===== src/hdl/oss_pkg.sv =====
// Package of constants for the oscillator source select block.
// Assumes a 32-bit APB slave with word-aligned registers.
package oss_pkg;

	// ----------------------------------------
	// Register offsets
	// ----------------------------------------
	localparam logic [7:0] ADDR_OSC_CTRL = 8'h00;
	localparam logic [7:0] ADDR_CLK_DIV = 8'h04;
	localparam logic [7:0] ADDR_RC_TUNE = 8'h08;
	localparam logic [7:0] ADDR_CFG_STAT = 8'h0C;

	// ----------------------------------------
	// Field positions
	// ----------------------------------------
	localparam int CUR_SRC_LSB = 12;
	localparam int NEW_SRC_LSB = 8;
	localparam int SEL_LOCK_BIT = 7;
	localparam int PLL_LOCK_BIT = 5;
	localparam int FAIL_BIT = 3;
	localparam int DRIVE_BIT = 2;
	localparam int SEC_EN_BIT = 1;
	localparam int SW_EN_BIT = 0;
	localparam int POSTSCALE_LSB = 8;
	localparam int TUNE_W = 6;

	// ----------------------------------------
	// Source codes
	// ----------------------------------------
	localparam logic [2:0] SRC_FRC_DIV = 3'h7;
	localparam logic [2:0] SRC_SLOW_FRC_DIV = 3'h6;
	localparam logic [2:0] SRC_LOW_POWER_INTERNAL_RC = 3'h5;
	localparam logic [2:0] SRC_SECONDARY = 3'h4;
	localparam logic [2:0] SRC_PRIMARY_PLL = 3'h3;
	localparam logic [2:0] SRC_PRIMARY = 3'h2;
	localparam logic [2:0] SRC_FRC_PLL = 3'h1;
	localparam logic [2:0] SRC_FRC = 3'h0;

	// ----------------------------------------
	// Primary mode codes
	// ----------------------------------------
	localparam logic [1:0] PMODE_HS = 2'h2;
	localparam logic [1:0] PMODE_XT = 2'h1;
	localparam logic [1:0] PMODE_EC = 2'h0;
	localparam logic [1:0] PMODE_INTERNAL = 2'h3;

	// ----------------------------------------
	// Reset values and counts
	// ----------------------------------------
	localparam logic [2:0] POSTSCALE_RST = 3'h1;
	localparam logic [2:0] SRC_ERASED = 3'h7;
	localparam logic [1:0] SWMON_ERASED = 2'h3;
	localparam logic [1:0] RANGE_ERASED = 2'h3;
	localparam int SETTLE_EDGES = 10;
	localparam logic [1:0] CFG_LOAD_AT = 2'h2;

	function automatic logic oss_is_pll(input logic [2:0] src);
		return (src == SRC_PRIMARY_PLL) || (src == SRC_FRC_PLL);
	endfunction : oss_is_pll

endpackage : oss_pkg


===== src/hdl/oss_osc_select.sv =====
// Oscillator source selection, switching and control registers.
// Assumes oscillator status inputs arrive asynchronously and that
// configuration straps are stable while the block runs.
//
// Operation
// [RQ1] System clock from exactly one of four sources
// [RQ2] Multiplier only for primary and fast RC
// [RQ3] Instruction clock is processor clock over two
// [RQ4] Instruction clock driven on output pin
// [RQ5] Power-on source from two configuration fields
// [RQ6] Erased configuration starts fast RC postscaled
// [RQ7] External clock range field, erased above 8MHz
// [RQ8] Switching allowed only when upper bit zero
// [RQ9] Fail monitor enabled only when field 00
// [RQ10] Eight source selection codes as listed
// [RQ11] Primary mode codes HS, XT, EC, internal
// [RQ12] Current source field read-only, hardware updated
// [RQ13] New source field loads from configuration
// [RQ14] Multiplier lock reads zero when switching, unused
// [RQ15] Selection lock resets zero, software sets only
// [RQ16] Clock fail flag hardware set, software clears
// [RQ17] Drive strength ignored for digital input
// [RQ18] Configuration bit picks secondary power variant
// [RQ19] Tune register adjusts fast RC frequency
// [RQ20] Postscaler divides fast RC clock
// [RQ21] Switch enable starts switch, cleared when done
// [RQ22] Same source request aborts, clears enable
// [RQ23] Wait ten new-source edges before transfer
// [RQ24] Switch enable held zero when switching disabled
// [RQ25] Current source updated at transfer only
// [RQ26] Unimplemented bits ignore writes, read zero
`timescale 1ns/1ps
module oss_osc_select #(
	parameter int SETTLE = oss_pkg::SETTLE_EDGES
) (
	input wire logic i_sys_clk,
	input wire logic i_resetn,
	input wire logic i_clk_en,
	input wire logic i_psel,
	input wire logic i_penable,
	input wire logic i_pwrite,
	input wire logic [7:0] i_paddr,
	input wire logic [31:0] i_pwdata,
	output logic [31:0] o_prdata,
	output logic o_pready,
	output logic o_pslverr,
	input wire logic [1:0] i_primary_mode_cfg,
	input wire logic [2:0] i_initial_source_cfg,
	input wire logic [1:0] i_ext_clock_range_cfg,
	input wire logic [1:0] i_switch_monitor_cfg,
	input wire logic i_secondary_power_select_cfg,
	input wire logic i_secondary_input_kind_cfg,
	input wire logic i_osc_out_pin_function_cfg,
	input wire logic i_new_src_clk,
	input wire logic i_src_ready,
	input wire logic i_pll_locked,
	input wire logic i_clock_fail,
	output logic [2:0] o_sys_src,
	output logic [2:0] o_request_src,
	output logic o_pll_en,
	output logic [2:0] o_postscale_sel,
	output logic [5:0] o_rc_tune,
	output logic o_secondary_en,
	output logic o_secondary_high_drive,
	output logic o_secondary_low_power,
	output logic o_fail_monitor_en,
	output logic [1:0] o_primary_mode,
	output logic [1:0] o_ext_range,
	output logic o_instr_clk,
	output logic o_osc_out,
	output logic o_osc_out_oe
);

	if (SETTLE < 1 || SETTLE > 255) begin : g_settle_check
		$error("SETTLE must lie in 1..255");
	end

	typedef enum logic [2:0] {
		ST_IDLE = 3'b001,
		ST_WAIT = 3'b010,
		ST_SETTLE = 3'b100
	} oss_state_e;

	// ----------------------------------------
	// Input synchronisers
	// ----------------------------------------
	localparam int SW = 16;
	logic [SW-1:0] sync1_r;
	logic [SW-1:0] sync2_r;
	logic new_clk_d_r;
	logic fail_d_r;
	wire logic [SW-1:0] raw_in = {i_primary_mode_cfg,
		i_initial_source_cfg, i_ext_clock_range_cfg,
		i_switch_monitor_cfg, i_secondary_power_select_cfg,
		i_secondary_input_kind_cfg, i_osc_out_pin_function_cfg,
		i_new_src_clk, i_src_ready, i_pll_locked, i_clock_fail};

	always_ff @(posedge i_sys_clk or negedge i_resetn) begin
		if (!i_resetn) begin
			sync1_r <= '0;
			sync2_r <= '0;
			new_clk_d_r <= 1'b0;
			fail_d_r <= 1'b0;
		end else if (i_clk_en) begin
			sync1_r <= raw_in;
			sync2_r <= sync1_r;
			new_clk_d_r <= sync2_r[3];
			fail_d_r <= sync2_r[0];
		end
	end

	wire logic new_clk_rise = sync2_r[3] & ~new_clk_d_r;
	wire logic src_ready_s = sync2_r[2];
	wire logic pll_lock_s = sync2_r[1];
	wire logic fail_rise = sync2_r[0] & ~fail_d_r;

	// ----------------------------------------
	// Configuration capture after reset
	// ----------------------------------------
	logic [1:0] cfg_cnt_r;
	logic [1:0] pmode_r;
	logic [1:0] range_r;
	logic [1:0] swmon_r;
	logic sec_pwr_r;
	logic sec_kind_r;
	logic out_fn_r;
	wire logic cfg_load = (cfg_cnt_r == oss_pkg::CFG_LOAD_AT);
	wire logic sw_allowed = ~swmon_r[1];

	always_ff @(posedge i_sys_clk or negedge i_resetn) begin
		if (!i_resetn) begin
			cfg_cnt_r <= 2'h0;
		end else if (i_clk_en && cfg_cnt_r != 2'h3) begin
			cfg_cnt_r <= cfg_cnt_r + 2'h1;
		end
	end

	always_ff @(posedge i_sys_clk or negedge i_resetn) begin
		if (!i_resetn) begin
			pmode_r <= oss_pkg::PMODE_INTERNAL;
			range_r <= oss_pkg::RANGE_ERASED;
			swmon_r <= oss_pkg::SWMON_ERASED;
			sec_pwr_r <= 1'b1;
			sec_kind_r <= 1'b1;
			out_fn_r <= 1'b1;
		end else if (i_clk_en && cfg_load) begin
			pmode_r <= sync2_r[15:14]; // RQ5 RQ11
			range_r <= sync2_r[10:9]; // RQ7
			swmon_r <= sync2_r[8:7];
			sec_pwr_r <= sync2_r[6]; // RQ18
			sec_kind_r <= sync2_r[5];
			out_fn_r <= sync2_r[4];
		end
	end

	// ----------------------------------------
	// APB access
	// ----------------------------------------
	logic pready_r;
	wire logic acc = i_psel & i_penable & pready_r & i_clk_en;
	wire logic wr = acc & i_pwrite;
	wire logic wr_ctrl = wr && i_paddr == oss_pkg::ADDR_OSC_CTRL;
	wire logic wr_div = wr && i_paddr == oss_pkg::ADDR_CLK_DIV;
	wire logic wr_tune = wr && i_paddr == oss_pkg::ADDR_RC_TUNE;

	// ----------------------------------------
	// Switch sequencer
	// ----------------------------------------
	oss_state_e state_r;
	logic [2:0] cur_src_r;
	logic [2:0] new_src_r;
	logic [2:0] target_r;
	logic [7:0] edge_cnt_r;
	logic sw_en_r;
	logic sel_lock_r;
	logic pll_lock_r;
	logic fail_r;
	logic drive_r;
	logic sec_en_r;
	logic [2:0] postscale_r;
	logic [5:0] tune_r;
	wire logic redundant = state_r == ST_IDLE && sw_en_r &&
		new_src_r == cur_src_r;
	wire logic start = state_r == ST_IDLE && sw_en_r &&
		new_src_r != cur_src_r;
	wire logic settle_end = state_r == ST_SETTLE && new_clk_rise &&
		edge_cnt_r == 8'(SETTLE - 1);
	wire logic src_up = src_ready_s &&
		(!oss_pkg::oss_is_pll(target_r) || pll_lock_s); // RQ2

	always_ff @(posedge i_sys_clk or negedge i_resetn) begin
		if (!i_resetn) begin
			state_r <= ST_IDLE;
			edge_cnt_r <= 8'h00;
			target_r <= oss_pkg::SRC_ERASED;
		end else if (i_clk_en) begin
			case (state_r)
				ST_IDLE: begin
					edge_cnt_r <= 8'h00;
					if (start) begin
						target_r <= new_src_r;
						state_r <= ST_WAIT;
					end
				end
				ST_WAIT: begin
					if (src_up)
						state_r <= ST_SETTLE;
				end
				ST_SETTLE: begin
					if (settle_end) // RQ23
						state_r <= ST_IDLE;
					else if (new_clk_rise)
						edge_cnt_r <= edge_cnt_r + 8'h01;
				end
				default: state_r <= ST_IDLE;
			endcase
		end
	end

	always_ff @(posedge i_sys_clk or negedge i_resetn) begin
		if (!i_resetn) begin
			cur_src_r <= oss_pkg::SRC_ERASED; // RQ6
		end else if (i_clk_en) begin
			if (cfg_load)
				cur_src_r <= sync2_r[13:11]; // RQ5
			else if (settle_end)
				cur_src_r <= target_r; // RQ12 RQ25 RQ1
		end
	end

	always_ff @(posedge i_sys_clk or negedge i_resetn) begin
		if (!i_resetn) begin
			new_src_r <= oss_pkg::SRC_ERASED;
		end else if (i_clk_en) begin
			if (cfg_load)
				new_src_r <= sync2_r[13:11]; // RQ13
			else if (wr_ctrl && !sel_lock_r)
				new_src_r <= i_pwdata[oss_pkg::NEW_SRC_LSB +: 3];
		end
	end

	always_ff @(posedge i_sys_clk or negedge i_resetn) begin
		if (!i_resetn) begin
			sw_en_r <= 1'b0;
		end else if (i_clk_en) begin
			if (!sw_allowed)
				sw_en_r <= 1'b0; // RQ8 RQ24
			else if (redundant || settle_end)
				sw_en_r <= 1'b0; // RQ21 RQ22
			else if (wr_ctrl && !sel_lock_r && state_r == ST_IDLE &&
				i_pwdata[oss_pkg::SW_EN_BIT])
				sw_en_r <= 1'b1; // RQ21
		end
	end

	always_ff @(posedge i_sys_clk or negedge i_resetn) begin
		if (!i_resetn) begin
			sel_lock_r <= 1'b0;
		end else if (i_clk_en) begin
			if (!sw_allowed)
				sel_lock_r <= 1'b0;
			else if (wr_ctrl && i_pwdata[oss_pkg::SEL_LOCK_BIT])
				sel_lock_r <= 1'b1; // RQ15
		end
	end

	always_ff @(posedge i_sys_clk or negedge i_resetn) begin
		if (!i_resetn) begin
			pll_lock_r <= 1'b0;
		end else if (i_clk_en) begin
			pll_lock_r <= state_r == ST_IDLE && !start &&
				oss_pkg::oss_is_pll(cur_src_r) && pll_lock_s; // RQ14
		end
	end

	// Hardware set wins over a clearing write in the same cycle
	always_ff @(posedge i_sys_clk or negedge i_resetn) begin
		if (!i_resetn) begin
			fail_r <= 1'b0;
		end else if (i_clk_en) begin
			if (fail_rise && o_fail_monitor_en)
				fail_r <= 1'b1; // RQ16
			else if (start)
				fail_r <= 1'b0;
			else if (wr_ctrl && !i_pwdata[oss_pkg::FAIL_BIT])
				fail_r <= 1'b0; // RQ16
		end
	end

	always_ff @(posedge i_sys_clk or negedge i_resetn) begin
		if (!i_resetn) begin
			drive_r <= 1'b0;
			sec_en_r <= 1'b0;
			postscale_r <= oss_pkg::POSTSCALE_RST;
			tune_r <= '0;
		end else if (i_clk_en) begin
			if (wr_ctrl) begin
				drive_r <= i_pwdata[oss_pkg::DRIVE_BIT];
				sec_en_r <= i_pwdata[oss_pkg::SEC_EN_BIT];
			end
			if (wr_div) // RQ20
				postscale_r <= i_pwdata[oss_pkg::POSTSCALE_LSB +: 3];
			if (wr_tune) // RQ19
				tune_r <= i_pwdata[oss_pkg::TUNE_W-1:0];
		end
	end

	// ----------------------------------------
	// Read data and bus answer
	// ----------------------------------------
	logic [31:0] rd_nxt;
	logic err_nxt;

	always_comb begin
		rd_nxt = 32'h0000_0000; // RQ26
		err_nxt = 1'b0;
		if (i_paddr == oss_pkg::ADDR_OSC_CTRL) begin
			rd_nxt[oss_pkg::CUR_SRC_LSB +: 3] = cur_src_r; // RQ12
			rd_nxt[oss_pkg::NEW_SRC_LSB +: 3] = new_src_r;
			rd_nxt[oss_pkg::SEL_LOCK_BIT] = sel_lock_r;
			rd_nxt[oss_pkg::PLL_LOCK_BIT] = pll_lock_r;
			rd_nxt[oss_pkg::FAIL_BIT] = fail_r;
			rd_nxt[oss_pkg::DRIVE_BIT] = drive_r;
			rd_nxt[oss_pkg::SEC_EN_BIT] = sec_en_r;
			rd_nxt[oss_pkg::SW_EN_BIT] = sw_en_r;
		end else if (i_paddr == oss_pkg::ADDR_CLK_DIV) begin
			rd_nxt[oss_pkg::POSTSCALE_LSB +: 3] = postscale_r;
		end else if (i_paddr == oss_pkg::ADDR_RC_TUNE) begin
			rd_nxt[oss_pkg::TUNE_W-1:0] = tune_r;
		end else if (i_paddr == oss_pkg::ADDR_CFG_STAT) begin
			rd_nxt[8:0] = {out_fn_r, sec_kind_r, sec_pwr_r,
				swmon_r, range_r, pmode_r};
		end else begin
			err_nxt = 1'b1;
		end
	end

	always_ff @(posedge i_sys_clk or negedge i_resetn) begin
		if (!i_resetn) begin
			pready_r <= 1'b0;
			o_prdata <= 32'h0000_0000;
			o_pslverr <= 1'b0;
		end else if (i_clk_en) begin
			pready_r <= i_psel & ~i_penable;
			if (i_psel && !i_penable) begin
				o_prdata <= i_pwrite ? 32'h0000_0000 : rd_nxt;
				o_pslverr <= err_nxt;
			end
		end
	end

	assign o_pready = pready_r;

	// ----------------------------------------
	// Clock outputs and steering
	// ----------------------------------------
	wire logic primary_xtal = (cur_src_r == oss_pkg::SRC_PRIMARY || // RQ10
		cur_src_r == oss_pkg::SRC_PRIMARY_PLL) &&
		pmode_r != oss_pkg::PMODE_EC;

	always_ff @(posedge i_sys_clk or negedge i_resetn) begin
		if (!i_resetn) begin
			o_instr_clk <= 1'b0;
			o_osc_out <= 1'b0;
			o_osc_out_oe <= 1'b0;
		end else if (i_clk_en) begin
			o_instr_clk <= ~o_instr_clk; // RQ3
			o_osc_out <= ~o_instr_clk; // RQ4
			o_osc_out_oe <= out_fn_r && !primary_xtal; // RQ4
		end
	end

	always_ff @(posedge i_sys_clk or negedge i_resetn) begin
		if (!i_resetn) begin
			o_pll_en <= 1'b0;
			o_request_src <= oss_pkg::SRC_ERASED;
			o_secondary_high_drive <= 1'b0;
			o_fail_monitor_en <= 1'b0;
		end else if (i_clk_en) begin
			o_pll_en <= oss_pkg::oss_is_pll(cur_src_r) ||
				(state_r != ST_IDLE &&
				oss_pkg::oss_is_pll(target_r)); // RQ2
			o_request_src <= state_r == ST_IDLE ? cur_src_r : target_r;
			o_secondary_high_drive <= drive_r & sec_kind_r; // RQ17
			o_fail_monitor_en <= swmon_r == 2'h0; // RQ9
		end
	end

	assign o_sys_src = cur_src_r;
	assign o_postscale_sel = postscale_r;
	assign o_rc_tune = tune_r;
	assign o_secondary_en = sec_en_r;
	assign o_secondary_low_power = sec_pwr_r;
	assign o_primary_mode = pmode_r;
	assign o_ext_range = range_r;

	// ----------------------------------------
	// Assertions
	// ----------------------------------------
	a_redundant_abort: assert property (@(posedge i_sys_clk)
		disable iff (!i_resetn) i_clk_en && redundant && sw_allowed
		|=> !sw_en_r && state_r == ST_IDLE) // RQ22
		else $error("redundant switch not aborted");

	a_swen_disabled: assert property (@(posedge i_sys_clk)
		disable iff (!i_resetn) !sw_allowed && $past(!sw_allowed)
		|-> !sw_en_r) // RQ24
		else $error("switch enable set while disabled");

	a_cur_src_move: assert property (@(posedge i_sys_clk)
		disable iff (!i_resetn) $past(cfg_cnt_r) == 2'h3 &&
		$changed(cur_src_r) |-> $past(settle_end)) // RQ25
		else $error("current source changed outside transfer");

	a_pll_lock_zero: assert property (@(posedge i_sys_clk)
		disable iff (!i_resetn) $past(state_r) != ST_IDLE ||
		!oss_pkg::oss_is_pll($past(cur_src_r)) |-> !pll_lock_r) // RQ14
		else $error("lock status high without multiplier");

	a_fail_set_wins: assert property (@(posedge i_sys_clk)
		disable iff (!i_resetn) i_clk_en && fail_rise &&
		o_fail_monitor_en |=> fail_r) // RQ16
		else $error("clock fail event lost");

	a_lock_set_only: assert property (@(posedge i_sys_clk)
		disable iff (!i_resetn) sel_lock_r && sw_allowed
		|=> sel_lock_r) // RQ15
		else $error("selection lock cleared while allowed");

	a_instr_div: assert property (@(posedge i_sys_clk)
		disable iff (!i_resetn) i_clk_en ##1 i_clk_en
		|-> o_instr_clk != $past(o_instr_clk)) // RQ3
		else $error("instruction clock not divided by two");

	a_settle_count: assert property (@(posedge i_sys_clk)
		disable iff (!i_resetn) i_clk_en && state_r == ST_SETTLE &&
		new_clk_rise && edge_cnt_r != 8'(SETTLE - 1)
		|=> state_r == ST_SETTLE &&
		edge_cnt_r == $past(edge_cnt_r) + 8'h01) // RQ23
		else $error("transfer before settle edges");

	a_swen_clear_done: assert property (@(posedge i_sys_clk)
		disable iff (!i_resetn) i_clk_en && settle_end
		|=> !sw_en_r && cur_src_r == $past(target_r)) // RQ21
		else $error("switch completion not reported");

endmodule : oss_osc_select


===== config.mk =====
export PLATFORM = sky130hd
export DESIGN_NAME = oss_osc_select
export DESIGN_NICKNAME = d
export VERILOG_FILES = /design/src/hdl/oss_pkg.sv /design/src/hdl/oss_osc_select.sv
export SDC_FILE = /design/constraint.sdc
export NUM_CORES = 1
export LEC_CHECK = 0
export ABC_CLOCK_PERIOD_IN_PS = 4200
export BUFFER_PORTS_ARGS = -buffer_cell sky130_fd_sc_hd__buf_2
export CORE_UTILIZATION = 57
export DETAILED_ROUTE_END_ITERATION = 8
export GPL_ROUTABILITY_DRIVEN = 0
export PLACE_DENSITY_LB_ADDON = 0.2
export SETUP_SLACK_MARGIN = 0.5
export SLEW_MARGIN = 20
export SYNTH_ARGS = -nofsm -noshare
export SYNTH_HDL_FRONTEND = slang
export SYNTH_SLANG_ARGS = --single-unit

===== constraint.sdc =====
create_clock -name i_sys_clk -period 4.2 [get_ports i_sys_clk]
set_clock_uncertainty 0.1 [all_clocks]
set_input_delay 0.21 -clock i_sys_clk [delete_from_list [all_inputs] [get_ports i_sys_clk]]
set_output_delay 0.21 -clock i_sys_clk [all_outputs]
set_load 0.03 [all_outputs]

# == Yosys cells after proc, flatten, opt, wreduce, memory -nomap -nowiden ==
# Index checks and enable logic that the tools add are counted.
# classes
n_lt_le_gt_ge,0
eq_ne,22
reduce_logical,57
mux,37
bitwise_logic,12
n_addsub,2
div_mod_pow,0
multipliers,0
shift,0
# op_table
op,n
2-to-1 mux 3 bit,10
== test 8 x 4 -> 1 bit (second input constant),3
logical AND 1 bit,24
2-to-1 mux 8 bit,3
AND reduction 2 bit,9
2-to-1 mux 1 bit,16
one-hot mux 8 bit (2 select lines),1
2-to-1 mux 15 bit,1
== test 3 x 2 -> 1 bit (second input constant),4
!= test 2 bit (second input constant),6
nonzero test 2 bit,5
== test 3 x 1 -> 1 bit (second input constant),3
2-to-1 mux 9 bit,1
one-hot mux 3 bit (3 select lines),1
adder 8 x 1 -> 8 bit (second input constant),1
bitwise AND 1 bit,8
== test 8 x 3 -> 1 bit (second input constant),1
logical NOT 8 bit,1
2-to-1 mux 4 bit,2
AND reduction 4 bit,2
logical NOT 1 bit,6
logical OR 1 bit,6
2-to-1 mux 6 bit,1
nonzero test 3 bit,2
10 further kinds,13
# totals
register_bits,122
romBits,0
latch_bits,0
ram_bits,0
wordCells,163
n_memories,0

# == Logic depth before layout (Yosys ltp) ==
# logic_depth
depth_word,11
depth_mapped,7
depth_no_buf,6

# == Least setup slack after synthesis ==
# Ideal clock, no wire load.
# synth_path
path_kind,register to register
startpoint,reg state_r[0]
endpoint,reg edge_cnt_r[3]
path_stages_with_launch,6
path_buffers,1
period_less_slack_ns,1.921
setup_slack_ns,2.279
t_arrival_ns,1.697
required_time_ns,3.976
path_cell_list,dfstp_2 nor3b_2 nand2_2 and2_1 buf_6 a211o_1
# synth_between
elab_chain_len,5
# synth_lines
element,line,source
from (decl),oss_osc_select.sv:169,oss_state_e state_r;
from (signal assigned),oss_osc_select.sv:193,state_r <= ST_IDLE;
from (signal assigned),oss_osc_select.sv:202,state_r <= ST_WAIT;
from (signal assigned),oss_osc_select.sv:207,state_r <= ST_SETTLE;
== test 3 bit,"oss_osc_select.sv:186, oss_osc_select.sv:197",
logical AND 1 bit (2 in series),oss_osc_select.sv:186,wire logic settle_end = state_r == ST_SETTLE && new_clk_rise &&
!= test 2 bit (no source line),-,
AND reduction 4 bit (no source line),-,
to (signal assigned),oss_osc_select.sv:213,edge_cnt_r <= edge_cnt_r + 8'h01;
to (decl),oss_osc_select.sv:173,logic [7:0] edge_cnt_r;
# Parallel ways exist; a longest one is shown, timed or not.
# A chain may end at the register's enable or synchronous reset.

# == Final worst setup path ==
# layout_path
startpoint,reg state_r[0]
endpoint,reg target_r[2]
# layout_between
elab_chain_len,4
# layout_lines
element,line,source
== test 3 x 1 -> 1 bit *,"oss_osc_select.sv:184, oss_osc_select.sv:197",
logical AND 1 bit (2 in series),oss_osc_select.sv:184,wire logic start = state_r == ST_IDLE && sw_en_r &&
AND reduction 3 bit (no source line) *,-,
to (signal assigned),oss_osc_select.sv:195,target_r <= oss_pkg::SRC_ERASED;
to (signal assigned),oss_osc_select.sv:201,target_r <= new_src_r;
to (decl),oss_osc_select.sv:172,logic [2:0] target_r;
# Mark *: on every way between the ends. The rest lies on a longest branch, timed or not.

==> flow_summary_export.csv <==
group,metric,value,unit
die,die_w,94.1,microns
placed_design,dp_hpwl,6690,microns
sta,finalSetupTns,0,ps
drt,vias,3366,
grt,grt_overflow,0,
die,initial_utilization,58.8,%
worst_setup_path,crit_required,4400,ps
cts,cts_resized,0,
placed_design,place_ws,1840,ps
cts,clkTransAtPathRegs,110,ps
sta,setup_viol,0,
cts,insertion_delay,370,ps
sta,fin_crit,2210,ps
synth,synthMuxAreaShare,18.1,%
grt,grt_max_degree,82,
synth,syn_area,4830,sq um
flow_run,cap_violations,0,
worst_setup_path,arrival,2410,ps
sta,rsz0062_at_grt,"false",
synth,avgSynthCellArea,12.2,sq um
sta,setup_slack,1990,ps
worst_setup_path,path_max_fanout,10,
cts,h-tree-depth,3,
worst_setup_path,start_kind,"flop",
grt,grt_pass1_vias,3248,
status,status,"complete, no violations",
cts,cts_hold_buf,27,
synth,synthSimpleGateAreaFrac,11.0,%
synth,synth_seq_cells,104,
cts,cts_tree,"yes",
die,core,8220,sq um
sta,worstMarginPinSlew,714,ps
power_and_ir_drop,power_switching_share,34.9,%
die,die_y,94.1,microns
cells_and_area,drive_gt1_share,36.1,%
cts,root_buffer,"clkbuf_8",
power_and_ir_drop,p_seq_share,52.4,%
die,rows,33,
cells_and_area,postLayoutCellArea,5710,sq um
synth,ys.warnings.count,0,
grt,grt_pass1_wl,16100,microns
drt,drc_errors,0,
worst_setup_path,crit_type,"flop to flop",
grt,antenna_found_initial,0,
cells_and_area,num_antenna_cells,0,
power_and_ir_drop,power_density,465,nW/um^2
drt,drt-initial-drc-count,146,
cells_and_area,area_growth,18.1,%
synth,synth-adder-area-share,1.04,%
power_and_ir_drop,power.total,0.00265,W
drt,first_pass_iters,4,
cts,cts_setup_buffers,0,
drt,routed_wl,9840,microns
power_and_ir_drop,clockPowerShare,23.0,%
synth,synth_compound_area_share,8.93,%
sta,slew_viol_final,0,
synth,synth-xor-area-share,0.906,%
drt,ant_nets,0,
power_and_ir_drop,p_leak,2.65,nW
hold_path,hold_path.class,"primary input to flop",
drt,avgRoutedWirePerCell,16.2,microns
cts,clockBufferDepth,2,
power_and_ir_drop,pwr-share-comb,24.5,%
synth,synthFlopType,"dfrtp_1",
synth,ys_types,59,
cts,numCtsBuffers,9,
sta,fmax,0.452,GHz
cts,cts.sinks,104,
synth,synth_edf_count,0,
cells_and_area,nets,565,
synth,postSynthCellCount,397,
worst_setup_path,crit_path_end_kind,"flop",
cells_and_area,stdcell_count,609,
sta,slew_headroom,52.4,%
drt,via_per_inst,5.53,
placed_design,place_area,5240,sq um
power_and_ir_drop,internal_power,0.00173,W
sta,period_share,52.6,%
synth,ys_seq_area_share,54.4,%
power_and_ir_drop,peakVddDrop,299,uV
power_and_ir_drop,p_sw,0.000927,W
die,io_pins,123,
synth,async_flop_share,100,%
synth,synth_top_family_by_area,"multiplexers",
placed_design,place.port_buffers,82,
grt,grtUsageTotal,24.0,%
placed_design,dp.cells,566,
cells_and_area,nFillCells,632,
sta,final_hold_viol_count,0,
die,dieArea,8850,sq um
-- synth_stat cells (4+ instances only) --
master,n,share of area (%)
nor2_1,18,1.4
mux2i_1,12,2.5
nand2_1,19,1.5
clkbuf_1,11,0.85
dfstp_2,23,13
nor3_1,9,0.93
o22ai_1,4,0.52
mux2_1,17,4.0
o21ai_0,16,1.7
inv_1,12,0.93
dfrtp_1,81,42
nor2b_1,4,0.52
buf_4,19,3.0
a22o_1,4,0.72
mux2_2,50,12
ha_1,4,1.0
a21oi_1,16,1.7
xor2_1,4,0.72
o22a_1,4,0.72
o31ai_1,4,0.62
nand3_1,8,0.83
nand2b_1,4,0.52
-- final cells by class --
cell class / instances / area [sq um] / area share (%)
timing repair buffer: 111 / 702 / 12.3
tap: 105 / 131 / 2.30
clock buffer: 9 / 124 / 2.17
inverter: 12 / 45.0 / 0.789
multi-input combinational: 261 / 2000 / 35.0
clock inverter: 7 / 73.8 / 1.29
sequential: 104 / 2630 / 46.1
-- path summary, 6_finish.rpt --
check	to	slack (ps)	cells after the start	from
min in group asynchronous	edge_cnt_r[5]$_DFFE_PN0P_	340	2	i_resetn
min reg2reg	o_osc_out$_DFFE_PN0P_	380	1	o_osc_out$_DFFE_PN0P_
max reg2reg	target_r[2]$_DFFE_PN1P_	1990	4	state_r[0]$_DFFE_PN1P_
min	sel_lock_r$_DFFE_PN0P_	20	3	i_pwdata[7]
max in group asynchronous	o_rc_tune[5]$_DFFE_PN0P_	2850	3	i_resetn
max	target_r[2]$_DFFE_PN1P_	1990	4	state_r[0]$_DFFE_PN1P_
-- worst max-delay path: stages (launching register included) --
cell     delay [ps]
dfstp_2         590
nor3b_2         590
nand3_1         210
nor2_2          290
mux2_1          360
-- metrics by stage --
stage               utilization [%]  hold WS (ps)
floorplan                         -          -186
global placement               63.7           327
detailed placement             63.7           337
CTS                            69.4          12.5
global route                   69.5          31.5
finish                         69.5          23.9
-- metal layers --
layer | track usage [%] | part of all wire (%)
met1 | 34.2 | 48
met2 | 37.0 | 46
met3 | 3.96 | 4.7
met4 | 8.72 | 1.5
met5 | 0 | 0
-- power groups by stage --
stage	Combinational, W	Clock (W)	Sequential [W]
after floorplan	0.000360	0	0.00147
after global routing	0.000711	0.000660	0.00141
after global placement	0.000614	0	0.00140
after detailed placement	0.000634	0	0.00141
final	0.000652	0.000612	0.00139
after CTS	0.000657	0.000626	0.00139
-- sequential cells by signal, indices dropped and copies added (netlist names), 3 cells and up --
| name | cells |
|---|---|
| sync1_r | 16 |
| sync2_r | 16 |
| o_request_src | 3 |
| o_rc_tune | 6 |
| target_r | 3 |
| o_sys_src | 3 |
| edge_cnt_r | 8 |
| o_prdata | 14 |
| state_r | 3 |
| new_src_r | 3 |
| o_postscale_sel | 3 |
-- cells by family after synthesis --
family,count (synthesis)
other cells,1
xor+xnor,5
buf+inv,49
simple gates,90
flops,104
fa+ha+maj,4
compound gates,65
mux,79
-- placed cells by master (no fill, tap or decap), drive strengths merged, types with 3 or more instances in the layout --
| master | instances |
|---|---|
| a21oi | 16 |
| a22o | 4 |
| buf | 84 |
| clkbuf | 9 |
| clkinv | 4 |
| conb | 18 |
| dfrtp | 81 |
| dfstp | 23 |
| dlygate4sd3 | 27 |
| ha | 4 |
| inv | 15 |
| mux2 | 67 |
| mux2i | 12 |
| nand2 | 20 |
| nand2b | 4 |
| nand3 | 8 |
| nand4 | 3 |
| nor2 | 19 |
| nor2b | 4 |
| nor3 | 9 |
| nor3b | 6 |
| o21ai | 17 |
| o22a | 4 |
| o22ai | 4 |
| o31ai | 4 |
| xor2 | 4 |
(Power assumes the default switching activity.)
